File: config.mk
export PLATFORM = sky130hd
export DESIGN_NAME = dsbm_master
export DESIGN_NICKNAME = d
export VERILOG_FILES = /design/src/logic/dsbm_pkg.sv /design/src/logic/dsbm_master.sv
export SDC_FILE = /design/constraint.sdc
export NUM_CORES = 1
export LEC_CHECK = 0
export BUFFER_PORTS_ARGS = -buffer_cell sky130_fd_sc_hd__buf_2
export CORE_UTILIZATION = 50
export CTS_CLUSTER_DIAMETER = 60
export DETAILED_ROUTE_END_ITERATION = 8
export GPL_ROUTABILITY_DRIVEN = 0
export PLACE_DENSITY = 0.8
export SLEW_MARGIN = 40
export SYNTH_ARGS = -nofsm -noshare
export SYNTH_HDL_FRONTEND = slang
export SYNTH_SLANG_ARGS = --single-unit
File: constraint.sdc
create_clock -name clk -period 4.8 [get_ports clk]
set_input_delay 0.96 -clock clk [delete_from_list [all_inputs] [get_ports clk]]
set_output_delay 0.96 -clock clk [all_outputs]
set_load 0.05 [all_outputs]
File: src/logic/dsbm_pkg.sv
// constants for the data-side bus master port controller
package dsbm_pkg;
  localparam int unsigned ADDR_W        = 32;
  localparam int unsigned DATA_W        = 64;
  localparam int unsigned BE_W          = 8;
  localparam int unsigned PRIO_W        = 2;
  localparam int unsigned WIDX_W        = 3;
  localparam int unsigned MAX_READS     = 2;
  localparam int unsigned MAX_WRITES    = 1;
  localparam int unsigned REQ_GAP_CYC   = 1;
  localparam int unsigned WR_GAP_CYC    = 2;
  localparam int unsigned LINE_WORDS    = 8;
  localparam int unsigned LINE_BEATS64  = 4;
  localparam logic [1:0]  CNT_ZERO      = 2'h0;
  localparam logic [3:0]  BEAT_ZERO     = 4'h0;
  localparam logic [4:0]  LINE_ADDR_LSB = 5'h05;

  typedef enum logic [1:0] {
    DSBM_IDLE  = 2'b00,
    DSBM_REQ   = 2'b01,
    DSBM_GAP   = 2'b10,
    DSBM_ABORT = 2'b11
  } dsbm_state_type;
endpackage : dsbm_pkg

File: src/logic/dsbm_master.sv
// data-side bus master: issues requests and moves data over the processor-local bus
// Operation
// - request raised to present an access; acknowledge may come in the same cycle
// - slave captures qualifiers by end of its acknowledge cycle
// - single-word requests carry byte enables; line requests leave them meaningless
// - two-bit priority driven valid while request is high
// - slave services requests in order, data of earlier request first
// - line access uses upper 27 address bits; word access uses byte enables
// - slave gives word index of the read beat within the line
// - slave acknowledges each read beat on the 64-bit read bus
// - master drives write data; slave acks each word taken
// - slave reports its bus width
// - slave holds busy while performing the operation
// - slave flags errors during data transfer
// - line moves in four 64-bit or eight 32-bit beats
// - guarded storage never accessed speculatively by slave
`timescale 1ns/1ps
module dsbm_master
#(
  parameter int unsigned DEPTH = 2
) (
  input  wire  logic                        clk,
  input  wire  logic                        rst_n,
  input  wire  logic                        abortReq,
  // user command side
  input  wire  logic                        cmdValid,
  output logic                              cmdReady,
  input  wire  logic                        cmdRead,
  input  wire  logic                        cmdLine,
  input  wire  logic [dsbm_pkg::ADDR_W-1:0] cmdAddr,
  input  wire  logic [dsbm_pkg::BE_W-1:0]   cmdByteEn,
  input  wire  logic [dsbm_pkg::PRIO_W-1:0] cmdPriority,
  input  wire  logic [3:0]                  cmdAttr,
  // user write data side
  input  wire  logic                        wrValid,
  output logic                              wrReady,
  input  wire  logic [dsbm_pkg::DATA_W-1:0] wrData,
  // user read data side
  output logic                              rdValid,
  input  wire  logic                        rdReady,
  output logic [dsbm_pkg::DATA_W-1:0]       rdData,
  output logic [dsbm_pkg::WIDX_W-1:0]       rdWordIndex,
  output logic                              rdError,
  output logic                              busError,
  output logic                              slaveBusy,
  output logic                              slaveWide,
  // bus side
  output logic                              dside_req,
  output logic                              dside_read_not_write,
  output logic [dsbm_pkg::ADDR_W-1:0]       dside_addr,
  output logic                              dside_line_size,
  output logic                              dside_attr_cacheable,
  output logic                              dside_attr_write_through,
  output logic                              dside_attr_user,
  output logic                              dside_attr_guarded,
  output logic [dsbm_pkg::BE_W-1:0]         dside_byte_en,
  output logic [dsbm_pkg::PRIO_W-1:0]       dside_req_priority,
  output logic                              dside_abort,
  output logic [dsbm_pkg::DATA_W-1:0]       dside_wr_data,
  input  wire  logic                        slave_addr_ack,
  input  wire  logic                        slave_width,
  input  wire  logic                        slave_rd_data_ack,
  input  wire  logic [dsbm_pkg::DATA_W-1:0] slave_rd_data,
  input  wire  logic [dsbm_pkg::WIDX_W-1:0] slave_rd_word_index,
  input  wire  logic                        slave_wr_data_ack,
  input  wire  logic                        slave_busy,
  input  wire  logic                        slave_error
);
  import dsbm_pkg::*;

  dsbm_state_type stateReg;
  logic [1:0] rdOutReg;
  logic       wrOutReg;
  logic       wrLineReg;
  logic [3:0] wrBeatsReg;
  logic [1:0] wrGapReg;
  logic       abortDoneReg;
  logic       isRead;
  logic       canIssue;
  logic       issue;
  logic       ackTaken;
  logic       wrLast;
  logic       wrDone;
  logic       rdLast;
  logic [3:0] rdBeatsReg;
  logic       rdLineReg;
  logic       rdLineNextReg;
  logic [3:0] wrBeatsNeed;
  logic [3:0] rdBeatsNeed;
  logic       bufInReady;
  logic [DATA_W+WIDX_W:0] bufMem [DEPTH];
  logic [$clog2(DEPTH)-1:0] bufWr;
  logic [$clog2(DEPTH)-1:0] bufRd;
  logic [$clog2(DEPTH):0]   bufCnt;

  // all bus inputs come from logic on the same clock, so no synchroniser
  assign isRead   = cmdRead;
  // outstanding limits gate every new request; write spacing gates writes only
  assign canIssue = (stateReg == DSBM_IDLE) && !abortReq &&
  // a write is taken only with its first word already waiting on wrData
                    (isRead ? (rdOutReg < 2'(MAX_READS)) : (!wrOutReg && wrGapReg == CNT_ZERO && wrValid));
  assign cmdReady = canIssue;
  assign issue    = cmdValid && canIssue;
  assign ackTaken = dside_req && slave_addr_ack;

  // request state: drop after ack, then a forced low cycle
  always_ff @(posedge clk or negedge rst_n) begin
    if (!rst_n) begin
      stateReg <= DSBM_IDLE;
    end else begin
      case (stateReg)
        DSBM_IDLE: begin
          if (abortReq) begin
            stateReg <= DSBM_ABORT;
          end else if (issue) begin
            stateReg <= DSBM_REQ;
          end
        end
        DSBM_REQ: begin
          if (abortReq) begin
            stateReg <= DSBM_ABORT;
          end else if (ackTaken) begin
            stateReg <= DSBM_GAP;
          end
        end
        DSBM_GAP: begin
          stateReg <= abortReq ? DSBM_ABORT : DSBM_IDLE;
        end
        DSBM_ABORT: begin
          stateReg <= DSBM_ABORT; // held until reset
        end
        default: begin
          stateReg <= DSBM_IDLE;
        end
      endcase
    end
  end

  // abort pulses once, only while the request is high
  always_ff @(posedge clk or negedge rst_n) begin
    if (!rst_n) begin
      abortDoneReg <= 1'b0;
    end else if (stateReg == DSBM_ABORT) begin
      abortDoneReg <= 1'b1;
    end
  end
  assign dside_abort = (stateReg == DSBM_REQ) && abortReq && !abortDoneReg;
  assign dside_req   = (stateReg == DSBM_REQ);

  // qualifiers loaded on issue and held through the cycle after ack
  always_ff @(posedge clk or negedge rst_n) begin
    if (!rst_n) begin
      dside_read_not_write     <= 1'b0;
      dside_addr               <= '0;
      dside_line_size          <= 1'b0;
      dside_attr_cacheable     <= 1'b0;
      dside_attr_write_through <= 1'b0;
      dside_attr_user          <= 1'b0;
      dside_attr_guarded       <= 1'b0;
      dside_byte_en            <= '0;
      dside_req_priority       <= '0;
    end else if (issue) begin
      dside_read_not_write     <= cmdRead;
      // line access keeps only the line-select bits
      dside_addr               <= cmdLine ? {cmdAddr[ADDR_W-1:LINE_ADDR_LSB], LINE_ADDR_LSB'(0)} : cmdAddr;
      dside_line_size          <= cmdLine;
      dside_attr_cacheable     <= cmdAttr[3];
      dside_attr_write_through <= cmdAttr[2];
      dside_attr_user          <= cmdAttr[1];
      dside_attr_guarded       <= cmdAttr[0];
      dside_byte_en            <= cmdLine ? '0 : cmdByteEn;
      dside_req_priority       <= cmdPriority;
    end
  end

  // beats per line follow the reported slave width
  assign wrBeatsNeed = wrLineReg ? (slave_width ? 4'(LINE_BEATS64) : 4'(LINE_WORDS)) : 4'h1;
  assign rdBeatsNeed = rdLineReg ? (slave_width ? 4'(LINE_BEATS64) : 4'(LINE_WORDS)) : 4'h1;
  assign wrLast = slave_wr_data_ack && (wrBeatsReg + 4'h1 >= wrBeatsNeed);
  assign wrDone = wrOutReg && wrLast;
  assign rdLast = slave_rd_data_ack && (rdBeatsReg + 4'h1 >= rdBeatsNeed);

  // one write in flight; words go out in ascending order from the user stream
  always_ff @(posedge clk or negedge rst_n) begin
    if (!rst_n) begin
      wrOutReg   <= 1'b0;
      wrLineReg  <= 1'b0;
      wrBeatsReg <= BEAT_ZERO;
    end else if (issue && !cmdRead) begin
      wrOutReg   <= 1'b1;
      wrLineReg  <= cmdLine;
      wrBeatsReg <= BEAT_ZERO;
    end else if (wrDone) begin
      wrOutReg   <= 1'b0;
      wrBeatsReg <= BEAT_ZERO;
    end else if (wrOutReg && slave_wr_data_ack) begin
      wrBeatsReg <= wrBeatsReg + 4'h1;
    end
  end

  // gap counter keeps the next write two cycles after last write ack
  always_ff @(posedge clk or negedge rst_n) begin
    if (!rst_n) begin
      wrGapReg <= CNT_ZERO;
    end else if (wrDone) begin
      wrGapReg <= 2'(WR_GAP_CYC);
    end else if (wrGapReg != CNT_ZERO) begin
      wrGapReg <= wrGapReg - 2'h1;
    end
  end

  // write data register advances on each slave ack except the last
  assign wrReady = wrOutReg && slave_wr_data_ack;
  always_ff @(posedge clk or negedge rst_n) begin
    if (!rst_n) begin
      dside_wr_data <= '0;
    end else if ((issue && !cmdRead) || (wrOutReg && slave_wr_data_ack && !wrLast)) begin
      dside_wr_data <= wrData;
    end
  end

  // reads retire in order, earlier request's beats first
  always_ff @(posedge clk or negedge rst_n) begin
    if (!rst_n) begin
      rdOutReg      <= CNT_ZERO;
      rdBeatsReg    <= BEAT_ZERO;
      rdLineReg     <= 1'b0;
      rdLineNextReg <= 1'b0;
    end else begin
      rdOutReg <= rdOutReg + 2'((issue && cmdRead) ? 1 : 0) - 2'(rdLast ? 1 : 0);
      // the size of a queued read is kept apart until the read ahead of it retires
      if (issue && cmdRead) begin
        if (rdOutReg == CNT_ZERO || (rdOutReg == 2'h1 && rdLast)) begin
          rdLineReg <= cmdLine;
        end else begin
          rdLineNextReg <= cmdLine;
        end
      end else if (rdLast && rdOutReg == 2'h2) begin
        rdLineReg <= rdLineNextReg;
      end
      if (rdLast) begin
        rdBeatsReg <= BEAT_ZERO;
      end else if (slave_rd_data_ack) begin
        rdBeatsReg <= rdBeatsReg + 4'h1;
      end
    end
  end

  // two-entry read buffer; a beat acked while both entries are full is dropped
  assign bufInReady = (bufCnt < ($clog2(DEPTH)+1)'(DEPTH));

  // storage needs no reset: only entries counted in bufCnt are ever read out
  always_ff @(posedge clk) begin
    if (slave_rd_data_ack && bufInReady) begin
      bufMem[bufWr] <= {slave_error, slave_rd_word_index, slave_rd_data};
    end
  end
  always_ff @(posedge clk or negedge rst_n) begin
    if (!rst_n) begin
      bufWr  <= '0;
      bufRd  <= '0;
      bufCnt <= '0;
    end else begin
      if (slave_rd_data_ack && bufInReady) begin
        bufWr <= bufWr + 1'b1;
      end
      if (rdValid && rdReady) begin
        bufRd <= bufRd + 1'b1;
      end
      bufCnt <= bufCnt + (($clog2(DEPTH)+1)'(slave_rd_data_ack && bufInReady))
                       - (($clog2(DEPTH)+1)'(rdValid && rdReady));
    end
  end
  assign rdValid     = (bufCnt != '0);
  assign rdData      = bufMem[bufRd][DATA_W-1:0];
  assign rdWordIndex = bufMem[bufRd][DATA_W+WIDX_W-1:DATA_W];
  assign rdError     = bufMem[bufRd][DATA_W+WIDX_W];

  // sticky error until reset, busy and width mirrored registered
  always_ff @(posedge clk or negedge rst_n) begin
    if (!rst_n) begin
      busError  <= 1'b0;
      slaveBusy <= 1'b0;
      slaveWide <= 1'b0;
    end else begin
      busError  <= busError | slave_error;
      slaveBusy <= slave_busy;
      slaveWide <= slave_width;
    end
  end
endmodule : dsbm_master

==> results.py <==
metrics = {
    "clock_tree": {
        "postCtsSetupRepairBufs": 0,
        "cts_root_buf": "clkbuf_16",
        "htreeDepth": 1,
        "clkTransAtPathRegs_ns": 0.06,
        "cts_buffers": 29,
        "cts.path.max_buffers": 3,
        "clkLatencyLatePin_ns": 0.53,
        "cts_tree": "done",
        "clock_sinks": 274,
        "post_cts_resized": 0,
        "postCtsHoldBufs": 0,
    },
    "place": {
        "dpl.hpwl_um": 18700,
        "dp_slack_ns": 1.50,
        "dp_cells": 1247,
        "numPortBuffers": 378,
        "place_area_um2": 13000,
    },
    "timing": {
        "grt_setup_unrepaired": "false",
        "timing.final.max_slew_violations": 0,
        "fmax_mhz": 301,
        "finClkSkew_ns": 0.00960,
        "period_needed_ns": 3.32,
        "tightest_slew_ns": 0.794,
        "post-route-period-util": 0.692,
        "maxSlewHeadroom": 0.471,
        "hold_violations": 0,
        "setup_ws_ns": 1.48,
        "setup_violations": 0,
        "fin_tns_setup_ns": 0,
    },
    "worst_setup_path": {
        "cp_top_family": "flip-flops",
        "worstSetupStartpointType": "flip-flop",
        "slowest_stage": "dfrtp_2",
        "cpPeakStageDelay_ns": 0.73,
        "crit_buf_inv": 2,
        "path_max_fanout": 28,
        "worst_setup_path_end_kind": "output port",
        "cp.arrival_ns": 2.36,
        "crit_type": "reg -> out",
        "path_cells": "buf_4, mux2_2, buf_2",
        "worstPathRequired_ns": 3.84,
        "r2r_slack_ns": 1.84,
    },
    "global_route": {
        "grt_pass1_vias": 7188,
        "grt_usage": 0.229,
        "overflow": 0,
        "grt_max_degree": 107,
        "grt_pass1_wl_um": 38800,
        "antenna_found_initial": 10,
    },
    "drt": {
        "drt-initial-drc-count": 239,
        "first_pass_iters": 4,
        "postRouteAntennaNets": 0,
        "routed_via_density": 5.12,
        "vias": 6707,
        "drc": 0,
        "wl_per_cell_um": 19.8,
        "routed_wl_um": 25900,
    },
    "logic_synthesis": {
        "syn_nets": 809,
        "synth-edff-count": 136,
        "yosysWarnings": 0,
        "syn_area_um2": 10800,
        "synthCells": 605,
        "synth.distinct_cells": 44,
        "ys_seq_area_frac": 0.697,
        "syn_area_per_cell_um2": 17.9,
        "synth-main-ff-cell": "dfrtp_1",
        "async_flop_share": 0.504,
        "synth.ff_latch_count": 274,
    },
    "layout": {
        "nNetsFinal": 1208,
        "mostFrequentLayoutCell": "buf_2",
        "finalNonFillerCells": 1311,
        "area_growth_pct": 29.8,
        "layout_common_cells": "377 x buf_2, 137 x dfrtp_1, 136 x edfxtp_1",
        "fin_util": 0.666,
        "fin_area_um2": 14000,
        "n_fill_cell": 1482,
        "drive_gt1_frac": 0.609,
    },
    "floorplanning": {
        "ios": 379,
        "die_area_um2": 22200,
        "core_area_um2": 21100,
        "dieWidth_um": 149,
        "die_h_um": 149,
        "row_count": 53,
        "start_util": 0.513,
    },
    "pwr": {
        "p_leak_nw": 6.66,
        "vdd_drop_max_mv": 0.339,
        "powerDensity_nw_per_um2": 519,
    },
    "status": {
        "run_status": "finished, final reports clean",
    },
    "min_path": {
        "hp-class": "in -> async",
    },
    "job": {
        "drv_cap": 0,
    },
}
[sequential cells by signal, summed over array words and instances (netlist names), 2 cells and up]
name / flops
bufMem: 136
dside_wr_data: 64
dside_addr: 32
dside_byte_en: 8
rdBeatsReg: 4
wrBeatsReg: 4
bufCnt: 2
dside_req_priority: 2
rdOutReg: 2
stateReg: 2
wrGapReg: 2
[cells in the mapped netlist, types with 2 or more instances]
master	n	area share
a21o_1	2	0.0014
a21oi_1	3	0.0014
a32o_1	5	0.0046
and2_1	2	0.0012
buf_1	6	0.0021
buf_12	6	0.011
buf_2	4	0.0019
clkbuf_1	5	0.0017
dfrtp_1	138	0.32
edfxtp_1	136	0.38
ha_1	13	0.015
inv_1	11	0.0038
mux2_2	108	0.11
mux2_4	60	0.083
nand2_1	23	0.0080
nand2b_1	18	0.010
nand3_1	4	0.0019
nor2_1	6	0.0021
nor2b_1	2	0.0012
nor4b_4	2	0.0044
o21ai_0	16	0.0074
o221ai_1	2	0.0016
or2_2	3	0.0017
xnor2_1	7	0.0057
xor2_1	4	0.0032
[final cells by class]
type,instances,area [um^2],share of cell area
diodes,9,22.5,0.00160
clock buffers,40,847,0.0603
clock inverters,14,148,0.0105
inverters,11,41.3,0.00294
multi-input cells,299,3080,0.220
flip-flops and latches,274,7540,0.537
well taps,275,344,0.0245
repair buffers,389,2020,0.144
[per-stage QoR]
stage	total power, mW	hold slack (ns)
after floorplan	4.55	0.429
after CTS	7.36	0.473
final	7.29	0.275
after detailed placement	5.08	0.459
after global placement	5.03	0.442
after global routing	7.59	0.270
[worst register-to-register path: cells and delay by family (launching register included)]
kind                     cells  cell delay, ns
multiplexers                 1            0.35
adder cells (fa/ha/maj)      2            0.55
buffers and inverters        1            0.43
AO/OA/AOI/OAI                3            0.94
XOR/XNOR                     1            0.15
flip-flops                   1            0.43
[final timing paths]
| check | start | end | cells past startpoint |
|---|---|---|---|
| min in group clk | abortDoneReg | abortDoneReg | 1 |
| worst max-delay path | bufRd | rdData[5] | 3 |
| max in group asynchronous | rst_n | dside_wr_data[45] | 2 |
| worst min register to register | abortDoneReg | abortDoneReg | 1 |
| worst max register to register | wrBeatsReg[0] | dside_wr_data[10] | 8 |
| worst min-delay path | rst_n | dside_wr_data[8] | 1 |
[layer usage]
layer,part of all wire,up-vias,global-route usage
met5,0.0018,-,0
li1,-,3041,-
met4,0.035,6,0.104
met3,0.098,61,0.0761
met1,0.37,3288,0.269
met2,0.50,311,0.381
[cell families (layout without fill, tap and decap cells)]
family,count (synthesis),count (layout),synth area share
other,0,9,0
adder cells (fa/ha/maj),13,13,0.0150
buffers and inverters,32,454,0.0206
AO/OA/AOI/OAI,38,38,0.0253
AND/OR/NAND/NOR,68,68,0.0370
XOR/XNOR,11,11,0.00890
flip-flops,274,274,0.697
multiplexers,169,169,0.197
[report_power, final]
part | leakage [nW] | switching, mW | internal, mW | total (mW)
Combinational | 3.05 | 1.48 | 0.631 | 2.11
Clock | 0.497 | 0.906 | 1.35 | 2.26
Sequential | 3.12 | 0.133 | 2.79 | 2.92
Power figures use the tool's default switching activity.
